**src/rtl/ldc_pkg.sv**
```systemverilog
// Constants for the LED direct control block.
// Assumes a 40 MHz core clock and a 5-bit management register address.
package ldc_pkg;
    localparam int unsigned CLK_HZ        = 40000000;
    localparam logic [4:0]  ADDR_LEDCTRL  = 5'h18;
    localparam logic [4:0]  ADDR_STRETCH  = 5'h19;
    localparam logic [15:0] LEDCTRL_RESET = 16'h0000;
    localparam logic [15:0] LEDCTRL_MASK  = 16'h01FF;
    localparam int unsigned BIT_ACT_RX    = 8;
    localparam int unsigned BIT_RATE_LO   = 6;
    localparam int unsigned BIT_SPD_OVR   = 5;
    localparam int unsigned BIT_LNK_OVR   = 4;
    localparam int unsigned BIT_ACT_OVR   = 3;
    localparam int unsigned BIT_SPD_VAL   = 2;
    localparam int unsigned BIT_LNK_VAL   = 1;
    localparam int unsigned BIT_ACT_VAL   = 0;
    localparam int unsigned BIT_STRETCH_BP = 7;
    // Blink rate in Hz for code 0; each code step doubles it
    localparam int unsigned BLINK_BASE_HZ = 6;
    // Half period of the slowest blink, in clock cycles
    localparam int unsigned BLINK_HALF_CYC = CLK_HZ / (2 * BLINK_BASE_HZ);
    localparam int unsigned STRETCH_MS     = 50;
    localparam int unsigned STRETCH_CYC    = (CLK_HZ / 1000) * STRETCH_MS;
    localparam int unsigned CNT_W          = 24;
endpackage : ldc_pkg

```
**src/rtl/ldc_top.sv**
```systemverilog
// LED direct control: register, indicator sources, blink and stretch.
// Assumes a 40 MHz clock and single-cycle register strobes, one at a time.
//
// Contract
// Bits 15:9 read as zero, writes to them are dropped.
// Bit 8 set: activity shows receive only; clear: transmit or receive.
// Bits 7:6 pick link blink rate 6, 12, 24 or 48 Hz.
// Bit 5 set drives speed indicator from bit 2.
// Bit 4 set drives link indicator from bit 1.
// Bit 3 set drives activity/collision indicator from bit 0.
// Reads return stored bits, never indicator pin levels.
// The register decodes at address 18h.
// Stretch bypass shows raw status without pulse stretching.
// Override changes reach outputs within cycles, glitch free.
module ldc_top #(
    parameter int unsigned BLINK_HALF = ldc_pkg::BLINK_HALF_CYC,
    parameter int unsigned STRETCH    = ldc_pkg::STRETCH_CYC
) (
    input  wire logic        clock_i,        // 40 MHz clock
    input  wire logic        rst_n_i,        // Async reset, active low
    input  wire logic [4:0]  addr_i,         // Register address
    input  wire logic [15:0] wdata_i,        // Write data
    input  wire logic        wr_i,           // Write strobe
    input  wire logic        rd_i,           // Read strobe
    output logic      [15:0] rdata_o,        // Read data, cycle after rd_i
    input  wire logic        speed_100_i,    // Link runs at 100 Mb/s
    input  wire logic        link_up_i,      // Link is up
    input  wire logic        blink_en_i,     // Blink link LED on activity
    input  wire logic        rx_active_i,    // Receive activity
    input  wire logic        tx_active_i,    // Transmit activity
    input  wire logic        collision_i,    // Collision seen
    input  wire logic        col_mode_i,     // Shared pin shows collision
    output logic             speed_indicator_out_o,            // Speed LED
    output logic             link_indicator_out_o,             // Link LED
    output logic             activity_collision_indicator_out_o // Act/col LED
);
    logic        rst_s1;
    logic        rst_n;
    logic [15:0] led_direct_control;
    logic [15:0] next_ctrl;
    logic        indicator_stretch_bypass;
    logic        next_bypass;
    logic [15:0] next_rdata;
    logic [ldc_pkg::CNT_W-1:0] blink_cnt;
    logic [ldc_pkg::CNT_W-1:0] next_blink_cnt;
    logic [ldc_pkg::CNT_W-1:0] blink_limit;
    logic        blink_phase;
    logic        next_blink_phase;
    logic        act_raw;
    logic        act_str;
    logic        col_str;
    logic        act_src;
    logic        col_src;
    logic        next_spd;
    logic        next_lnk;
    logic        next_act;

    // Reset release through two flops
    always_ff @(posedge clock_i or negedge rst_n_i) begin
        if (!rst_n_i) begin
            rst_s1 <= 1'b0;
            rst_n  <= 1'b0;
        end else begin
            rst_s1 <= 1'b1;
            rst_n  <= rst_s1;
        end
    end

    function automatic logic hit(input logic [4:0] a, input logic [4:0] ref_a);
        hit = (a == ref_a);
    endfunction : hit

    // Register file
    always_comb begin
        next_ctrl   = led_direct_control;
        next_bypass = indicator_stretch_bypass;
        next_rdata  = 16'h0000;
        if (wr_i && hit(addr_i, ldc_pkg::ADDR_LEDCTRL)) begin
            next_ctrl = wdata_i & ldc_pkg::LEDCTRL_MASK;
        end
        if (wr_i && hit(addr_i, ldc_pkg::ADDR_STRETCH)) begin
            next_bypass = wdata_i[ldc_pkg::BIT_STRETCH_BP];
        end
        if (rd_i && hit(addr_i, ldc_pkg::ADDR_LEDCTRL)) begin
            // Stored bits only; LED pin levels are not visible here
            next_rdata = led_direct_control;
        end else if (rd_i && hit(addr_i, ldc_pkg::ADDR_STRETCH)) begin
            next_rdata[ldc_pkg::BIT_STRETCH_BP] = indicator_stretch_bypass;
        end
    end

    always_ff @(posedge clock_i or negedge rst_n) begin
        if (!rst_n) begin
            led_direct_control       <= ldc_pkg::LEDCTRL_RESET;
            indicator_stretch_bypass <= 1'b0;
            rdata_o                  <= 16'h0000;
        end else begin
            led_direct_control       <= next_ctrl;
            indicator_stretch_bypass <= next_bypass;
            rdata_o                  <= next_rdata;
        end
    end

    // Blink: half period halves per rate code step
    assign blink_limit = ldc_pkg::CNT_W'(BLINK_HALF)
        >> led_direct_control[ldc_pkg::BIT_RATE_LO +: 2];

    always_comb begin
        next_blink_cnt   = blink_cnt + 1'b1;
        next_blink_phase = blink_phase;
        if (blink_cnt + 1'b1 >= blink_limit) begin
            next_blink_cnt   = '0;
            next_blink_phase = ~blink_phase;
        end
    end

    always_ff @(posedge clock_i or negedge rst_n) begin
        if (!rst_n) begin
            blink_cnt   <= '0;
            blink_phase <= 1'b0;
        end else begin
            blink_cnt   <= next_blink_cnt;
            blink_phase <= next_blink_phase;
        end
    end

    // Activity source select
    assign act_raw = led_direct_control[ldc_pkg::BIT_ACT_RX] ? rx_active_i
                   : (rx_active_i | tx_active_i);

    // One stretcher per raw indication: index 0 activity, index 1 collision
    logic [1:0] str_raw;
    logic [1:0] str_out;

    assign str_raw = {collision_i, act_raw};

    genvar g;
    generate
        for (g = 0; g < 2; g++) begin : g_stretch
            ldc_stretch #(
                .HOLD_CYC (STRETCH)
            ) u_stretch (
                .clock_i (clock_i),
                .rst_n_i (rst_n),
                .pulse_i (str_raw[g]),
                .level_o (str_out[g])
            );
        end
    endgenerate

    assign act_str = str_out[0];
    assign col_str = str_out[1];

    assign act_src = indicator_stretch_bypass ? act_raw : act_str;
    assign col_src = indicator_stretch_bypass ? collision_i : col_str;

    // Source selection; outputs are flops so a source swap cannot glitch
    always_comb begin
        next_spd = led_direct_control[ldc_pkg::BIT_SPD_OVR]
                 ? led_direct_control[ldc_pkg::BIT_SPD_VAL] : speed_100_i;
        if (led_direct_control[ldc_pkg::BIT_LNK_OVR]) begin
            next_lnk = led_direct_control[ldc_pkg::BIT_LNK_VAL];
        end else if (link_up_i && blink_en_i && act_src) begin
            next_lnk = blink_phase;
        end else begin
            next_lnk = link_up_i;
        end
        if (led_direct_control[ldc_pkg::BIT_ACT_OVR]) begin
            next_act = led_direct_control[ldc_pkg::BIT_ACT_VAL];
        end else begin
            next_act = col_mode_i ? col_src : act_src;
        end
    end

    always_ff @(posedge clock_i or negedge rst_n) begin
        if (!rst_n) begin
            speed_indicator_out_o              <= 1'b0;
            link_indicator_out_o               <= 1'b0;
            activity_collision_indicator_out_o <= 1'b0;
        end else begin
            speed_indicator_out_o              <= next_spd;
            link_indicator_out_o               <= next_lnk;
            activity_collision_indicator_out_o <= next_act;
        end
    end
endmodule : ldc_top

```
**src/rtl/ldc_stretch.sv**
```systemverilog
// Pulse stretcher for one indicator: holds a seen pulse for a set time.
// Assumes an active-low reset already released through the top's synchroniser.
module ldc_stretch #(
    parameter int unsigned HOLD_CYC = 2000000
) (
    input  wire logic clock_i,  // Core clock
    input  wire logic rst_n_i,  // Synchronised reset
    input  wire logic pulse_i,  // Raw status
    output logic      level_o   // Stretched status
);
    logic [ldc_pkg::CNT_W-1:0] cnt;
    logic [ldc_pkg::CNT_W-1:0] next_cnt;

    always_comb begin
        if (pulse_i) begin
            next_cnt = ldc_pkg::CNT_W'(HOLD_CYC);
        end else if (cnt != '0) begin
            next_cnt = cnt - 1'b1;
        end else begin
            next_cnt = cnt;
        end
    end

    always_ff @(posedge clock_i or negedge rst_n_i) begin
        if (!rst_n_i) begin
            cnt <= '0;
        end else begin
            cnt <= next_cnt;
        end
    end

    assign level_o = (cnt != '0);
endmodule : ldc_stretch

```
**config.mk**
```make
export PLATFORM = sky130hd
export DESIGN_NAME = ldc_top
export DESIGN_NICKNAME = d
export VERILOG_FILES = /design/src/rtl/ldc_pkg.sv /design/src/rtl/ldc_top.sv /design/src/rtl/ldc_stretch.sv
export SDC_FILE = /design/constraint.sdc
export NUM_CORES = 1
export LEC_CHECK = 0
export BUFFER_PORTS_ARGS = -buffer_cell sky130_fd_sc_hd__buf_4
export CAP_MARGIN = 25
export CORE_MARGIN = 2
export CORE_UTILIZATION = 35
export DETAILED_ROUTE_END_ITERATION = 8
export PLACE_DENSITY = 0.63
export RECOVER_POWER = 50
export REMOVE_ABC_BUFFERS = 1
export SLEW_MARGIN = 40
export SYNTH_ARGS = -nofsm -noshare
export SYNTH_HDL_FRONTEND = slang
export SYNTH_HIERARCHICAL = 1
export SYNTH_SLANG_ARGS = --single-unit
```
**constraint.sdc**
```tcl
create_clock -name clock_i -period 6.5 [get_ports clock_i]
set_clock_uncertainty 0.05 [all_clocks]
set_input_delay 1.3 -clock clock_i [delete_from_list [all_inputs] [get_ports clock_i]]
set_output_delay 1.3 -clock clock_i [all_outputs]
set_load 0.05 [all_outputs]
```
==> results of run 1 <==
[worst paths after layout]
| path | startpoint | endpoint | slack [ns] | cells past startpoint |
|---|---|---|---|---|
| max | rst_n$_DFF_PN0_ | g_stretch[0].u_stretch/cnt[10]$_DFFE_PN0P_ | 2.52 | 1 |
| min | rst_s1$_DFF_PN0_ | rst_n$_DFF_PN0_ | 0.31 | 0 |
| max reg2reg | rst_n$_DFF_PN0_ | g_stretch[0].u_stretch/cnt[10]$_DFFE_PN0P_ | 2.52 | 1 |
| min reg2reg | rst_s1$_DFF_PN0_ | rst_n$_DFF_PN0_ | 0.31 | 0 |
| max in group clock_i | blink_cnt[3]$_DFF_PN0_ | blink_phase$_DFFE_PN0P_ | 3.00 | 11 |
| min in group asynchronous | rst_n_i | rst_s1$_DFF_PN0_ | 0.68 | 1 |
[cell families (layout without fill, tap and decap cells)]
family,after synthesis,after routing,synth area share [%]
adders and majority gates,31,31,7.20
and+or+nand+nor,224,224,24.3
other,2,10,0.139
AOI/OAI and AO/OA,73,73,8.92
buffers and inverters,29,64,2.79
DFF,97,97,45.1
muxes,22,22,4.46
xor gates and xnor gates,43,43,7.13
[routing by layer]
layer  share of wire (%)  GRT usage (%)
met1                  48           18.5
met2                  47           22.5
met3                 3.6           2.92
met4                 1.4           4.46
met5                   0              0
[flip-flops by register name, indices dropped and copies added (netlist names)]
register / flops
activity_collision_indicator_out_o: 1
blink_cnt: 24
blink_phase: 1
g_stretch.u_stretch/cnt: 48
indicator_stretch_bypass: 1
led_direct_control: 9
link_indicator_out_o: 1
rdata_o: 9
rst_n: 1
rst_s1: 1
speed_indicator_out_o: 1
[report_power, final]
part,internal (mW),leakage (nW),switching [mW]
Clock,0.304,0.145,0.247
Combinational,0.108,1.21,0.152
Sequential,0.644,1.24,0.0521
[cell usage in the layout, fill, tap and decap left out, types with 3 or more instances in the layout]
master	instances
nor4_2	3
nand2b_1	11
nor3_1	9
clkbuf_1	3
conb_1	10
nand2_1	33
nor2b_1	28
nor4_1	12
and2_1	8
o21ai_0	10
nor2_1	46
mux2i_1	6
and4_1	3
or3_1	10
o211ai_1	4
inv_1	11
nand3_1	18
nor4bb_1	3
a211oi_1	12
a211o_1	3
nor3b_1	3
a21oi_1	23
clkbuf_16	9
ha_1	31
xor2_1	14
or4_1	4
buf_4	33
nand3b_1	5
nor3_2	4
and3_1	5
nand4_1	6
mux2_2	14
o31ai_1	4
xnor2_1	28
dfrtp_1	97
[layout make-up]
cell class              instances  area (um^2)
clock buffers                  10          229
clock inverters                 6         75.1
fillers                      1469         8970
inverters                      11         41.3
multi-input cells             403         2840
flip-flops and latches         97         2430
well taps                     188          235
repair buffers                 37          270
==> impl_metrics.toml, run 1 <==
[global_route]
overflow = 0
grt_pass1_vias = 3899
antenna_found_initial = 0
grt_max_degree = 50
grt_usage_pct = 13.8
grt_pass1_wl_um = 18400

[run_status]
violations = "capacitance limit, slew limit"
status = "finished with violations"

[synthesis]
syn_area_um2 = 5380
ys_top_cells_by_area = "dfrtp_1 (45%), ha_1 (7.2%), xnor2_1 (4.6%), nor2b_1 (3.3%), nor2_1 (3.2%)"
synth_top_cell_by_area = "dfrtp_1"
ys_async_sr_fraction_pct = 100
ys_seq_area_share_pct = 45.1
ys_ff_latch = 97
synth_edf_count = 0
yosysMostFrequentCell = "dfrtp_1"
syn_inst = 521
ys_warn_count = 6
ys.flop_type = "dfrtp_1"
synth.distinct_cells = 57
yosysTopAreaCellShare_pct = 45.1
ys_top_cells_by_count = "dfrtp_1 (97), nor2_1 (46), nand2_1 (33)"
avgSynthCellArea_um2 = 10.3

[floorplanning]
io_pins = 51
start_util_pct = 35.7
dieWidth_um = 128
die_area_um2 = 16400
die_h_um = 128
placementRows = 45
coreArea_um2 = 15100

[clock_network]
cts_resized = 0
clock_path_buffers = 2
cts-root-buf = "clkbuf_16"
cts_buffers = 9
cts_hold_buf = 0
clock_latency_ns = 0.35
path_clk_slew_ns = 0.07
post_cts_buffers = 0
cts.sinks = 97
cts_tree = "built"
htree_levels = 3

[cells_and_area]
final_cell_area_um2 = 6120
fin_util_pct = 40.5
drive_gt1_share_pct = 14.0
area_growth_pct = 13.6
final_nets = 622
diodes = 0
instances_no_fill = 752

[placement]
dpl_cell_area_um2 = 5820
dp_hpwl_um = 7700
place.port_buffers = 36
placed_cells = 736
place_ws_ns = 3.04
place_congestion = 0.832

[min_path]
hold_path_class = "reg2reg"

[timing]
max_freq_mhz = 251
slew_headroom_pct = -72.5
finalSetupViolCount = 0
hold_viol = 0
grt_setup_unrepaired = "false"
tightest_slew_ns = 2.59
fin_crit_sh_pct = 61.2
setup_ws_ns = 2.52
fin_hold_ws_ns = 0.315
drv_slew = 98
fin_setup_tns_ns = 0
layout_min_cycle_time_ns = 3.98

[critical_path]
cp_slowest_cell = "clkbuf_1"
max_stage_delay_ns = 1.93
crit_chain = "clkbuf_1"
worstPathMaxFanout = 49
crit_required_ns = 6.35
path_class = "reg2async"
crit_arrival_ns = 3.83
critical_path_buf_inv_count = 1
worst_setup_path_start_kind = "register"
cpLargestDelayFamily = "buffers and inverters"
endpoint_kind = "async pin"

[drt]
wl_per_cell_um = 14.2
ant_nets = 0
num_vias = 3915
dr.pass1.iters = 4
viasPerCell = 5.21
wl_um = 10700
drc = 0
drtIter0Drc = 179

[pwr]
powerDensity_nw_per_um2 = 246
power_leakage_nw = 2.60
p_total_mw = 1.51
vdd_drop_max_uv = 132

[run]
drv_cap = 2
No activity file was read; power rests on OpenSTA's default activity.
==> inputs of run 2 (changes only) <==
- ABC_AREA: default -> 1
- PLACE_DENSITY: 0.63 -> 0.62
- clock period: 6.5 -> 3.8 ns (I/O delays scaled with it)
==> run 2 against run 1 <==
Net effect: the flow still finishes with violations (capacitance limit, slew limit); synthesized area is 17% higher; design area is 16% higher; sequential share of layout area is 5.4 points lower; flip-flop and latch count stayed put; maximum frequency is 24% higher; setup slack worse by 1.9 ns; critical path depth is 16 higher; first-iteration DRC count is 39% higher; non-clock buffer count is 3 higher; total power is 77% higher; largest cell class unchanged; largest power group unchanged.
==> impl_metrics.toml, run 2 <==
[floorplanning]
start_util_pct = 35.4
coreArea_um2 = 17800
dieWidth_um = 138
die_area_um2 = 19200
io_pins = 51
die_h_um = 138
placementRows = 49

[clock_network]
cts_resized = 0
path_clk_slew_ns = 0.08
cts-root-buf = "clkbuf_16"
post_cts_buffers = 0
cts_tree = "built"
clock_path_buffers = 2
clock_latency_ns = 0.36
cts_buffers = 9
htree_levels = 3
cts_hold_buf = 0
cts.sinks = 97

[synthesis]
ys_seq_area_share_pct = 38.4
ys_warn_count = 6
ys_async_sr_fraction_pct = 100
yosysMostFrequentCell = "nand2_1"
yosysTopAreaCellShare_pct = 38.4
synth.distinct_cells = 40
ys_top_cells_by_area = "dfrtp_1 (38%), nand2_1 (7.7%), nor2_4 (6.9%), nor2_1 (6.2%), inv_1 (6.2%)"
synth_edf_count = 0
ys.flop_type = "dfrtp_1"
synth_top_cell_by_area = "dfrtp_1"
ys_top_cells_by_count = "nand2_1 (130), nor2_1 (105), inv_1 (104)"
syn_inst = 787
ys_ff_latch = 97
avgSynthCellArea_um2 = 8.03
syn_area_um2 = 6320

[timing]
grt_setup_unrepaired = "false"
fin_crit_sh_pct = 84.8
slew_headroom_pct = -18.6
fin_setup_tns_ns = 0
drv_slew = 45
layout_min_cycle_time_ns = 3.22
tightest_slew_ns = 1.78
fin_hold_ws_ns = 0.140
max_freq_mhz = 310
hold_viol = 0
finalSetupViolCount = 0

[critical_path]
crit_required_ns = 3.99
cp_slowest_cell = "dfrtp_1"
worst_setup_path_start_kind = "register"
worstPathMaxFanout = 16
path_class = "reg2reg"
timing.rr.end = "blink_cnt[10]$_DFF_PN0_"
reg2reg_slack_ns = 0.58
r2r-start = "blink_cnt[0]$_DFF_PN0_"
reg2reg_depth = 17
crit_arrival_ns = 3.41
crit_chain = "ha_1 -> nand2_1 -> inv_1 -> nand3_1 -> nor2_1 -> nand3_1 -> xor2_1 -> inv_1 -> ha_1 -> nand3_1 -> nor3_1 -> nand2_1 -> nand2_1 -> nand2_2 -> nand2_4 -> buf_12 -> nor2_4"
endpoint_kind = "register"
max_stage_delay_ns = 0.41

[global_route]
grt_pass1_wl_um = 23300
grt_usage_pct = 14.9
grt_pass1_vias = 4731
grt_max_degree = 45
antenna_found_initial = 0
overflow = 0

[pwr]
power_leakage_nw = 3.44
vdd_drop_max_uv = 225
powerDensity_nw_per_um2 = 376

[cells_and_area]
final_nets = 893
mostFrequentLayoutCell = "nand2_1"
largest_register_ff_count = 48
top_register = "g_stretch.u_stretch/cnt"
diodes = 0
area_growth_pct = 12.0
reg_top3 = "g_stretch.u_stretch/cnt (48), blink_cnt (24)"
mostFrequentLayoutCells = "nand2_1 (130), nor2_1 (105), inv_1 (104)"
drive_gt1_share_pct = 18.6
fillCellCount = 1817
fin_util_pct = 39.7

[run]
drv_cap = 1

[drt]
viasPerCell = 4.63
wl_per_cell_um = 12.7
dr.pass1.iters = 4
drtIter0Drc = 248
drc = 0
num_vias = 4928
wl_um = 13600
met1_length_um = 6770
ant_nets = 0
routed.top_layer = "met4"
wl_met3_um = 499
wl_met2_um = 6200

[run_status]
violations = "capacitance limit, slew limit"
status = "finished with violations"

[placement]
place.port_buffers = 36
dp_hpwl_um = 10400
place_congestion = 0.896

[min_path]
hold_path_class = "in2async"
==> run 2: cell types whose count changed in the layout (fill, tap and decap cells not counted), sizes merged, moves of 10 or more <==
cell / delta
nor2: +124
nand2: +114
inv: +97
nand3: +56
nor2b: -28
xnor2: -20
mux2: -16
nand4: +15
nor4: -14
a211oi: -11
nand2b: -11
or3: -10
==> run 2: layer usage <==
metal	up-vias	global-route usage, %
met3	6	3.78
met5	-	0
met2	66	24.2
met4	0	3.38
li1	2582	-
met1	2274	20.2
==> run 2: metrics by stage <==
stage	power (mW)	instance area (um^2)	setup WS, ns	cells
2_1_floorplan	1.61	6190	0.848	779
3_3_place_gp	1.76	6800	0.658	1048
3_5_place_dp	1.77	6800	0.626	1048
4_1_cts	2.71	7090	0.570	1064
5_1_grt	2.84	7080	0.302	1064
6_report	2.67	7080	0.579	1064
==> run 2: worst max-delay path, delay by kind of cell (launching register included) <==
kind / cells / cell delay, ns
xor+xnor: 1 / 0.30
simple gates: 11 / 1.46
flops: 1 / 0.41
fa+ha+maj: 2 / 0.47
buf+inv: 3 / 0.39
==> run 2: area by class of cell <==
| type | instances | area, um^2 | area share [%] |
|---|---|---|---|
| multi-input combinational | 573 | 3360 | 47.4 |
| sequential | 97 | 2430 | 34.3 |
| inverter | 109 | 409 | 5.78 |
| timing repair buffer | 40 | 303 | 4.28 |
| tap | 229 | 287 | 4.05 |
| clock buffer | 10 | 239 | 3.38 |
| clock inverter | 6 | 57.6 | 0.813 |
==> run 2: kinds of logic after synthesis <==
kind of cell	count (synthesis)	share of synthesized area, %
other	2	0.119
buffers and inverters	125	8.95
xor gates and xnor gates	21	2.91
and+or+nand+nor	452	38.4
DFF	97	38.4
AOI/OAI and AO/OA	59	5.11
adders and majority gates	31	6.14
==> run 2: worst max-delay path by stage <==
| stage | endpoint | slack [ns] | startpoint | depth (start not counted) |
|---|---|---|---|---|
| 2_1_floorplan | activity_collision_indicator_out_o$_DFF_PN0_ | 0.85 | rst_n$_DFF_PN0_ | 0 |
| 3_3_place_gp | blink_cnt[10]$_DFF_PN0_ | 0.66 | blink_cnt[0]$_DFF_PN0_ | 17 |
| 3_5_place_dp | blink_cnt[4]$_DFF_PN0_ | 0.63 | blink_cnt[0]$_DFF_PN0_ | 17 |
| 4_1_cts | blink_cnt[4]$_DFF_PN0_ | 0.57 | blink_cnt[0]$_DFF_PN0_ | 17 |
| 5_1_grt | blink_cnt[10]$_DFF_PN0_ | 0.30 | blink_cnt[0]$_DFF_PN0_ | 17 |
| 6_report | blink_cnt[10]$_DFF_PN0_ | 0.58 | blink_cnt[0]$_DFF_PN0_ | 17 |
==> run 2: power breakdown <==
part	internal (mW)	switching, mW	total [mW]	leakage (nW)
Sequential	1.10	0.0669	1.17	1.21
Clock	0.477	0.440	0.918	0.147
Combinational	0.188	0.393	0.580	2.08
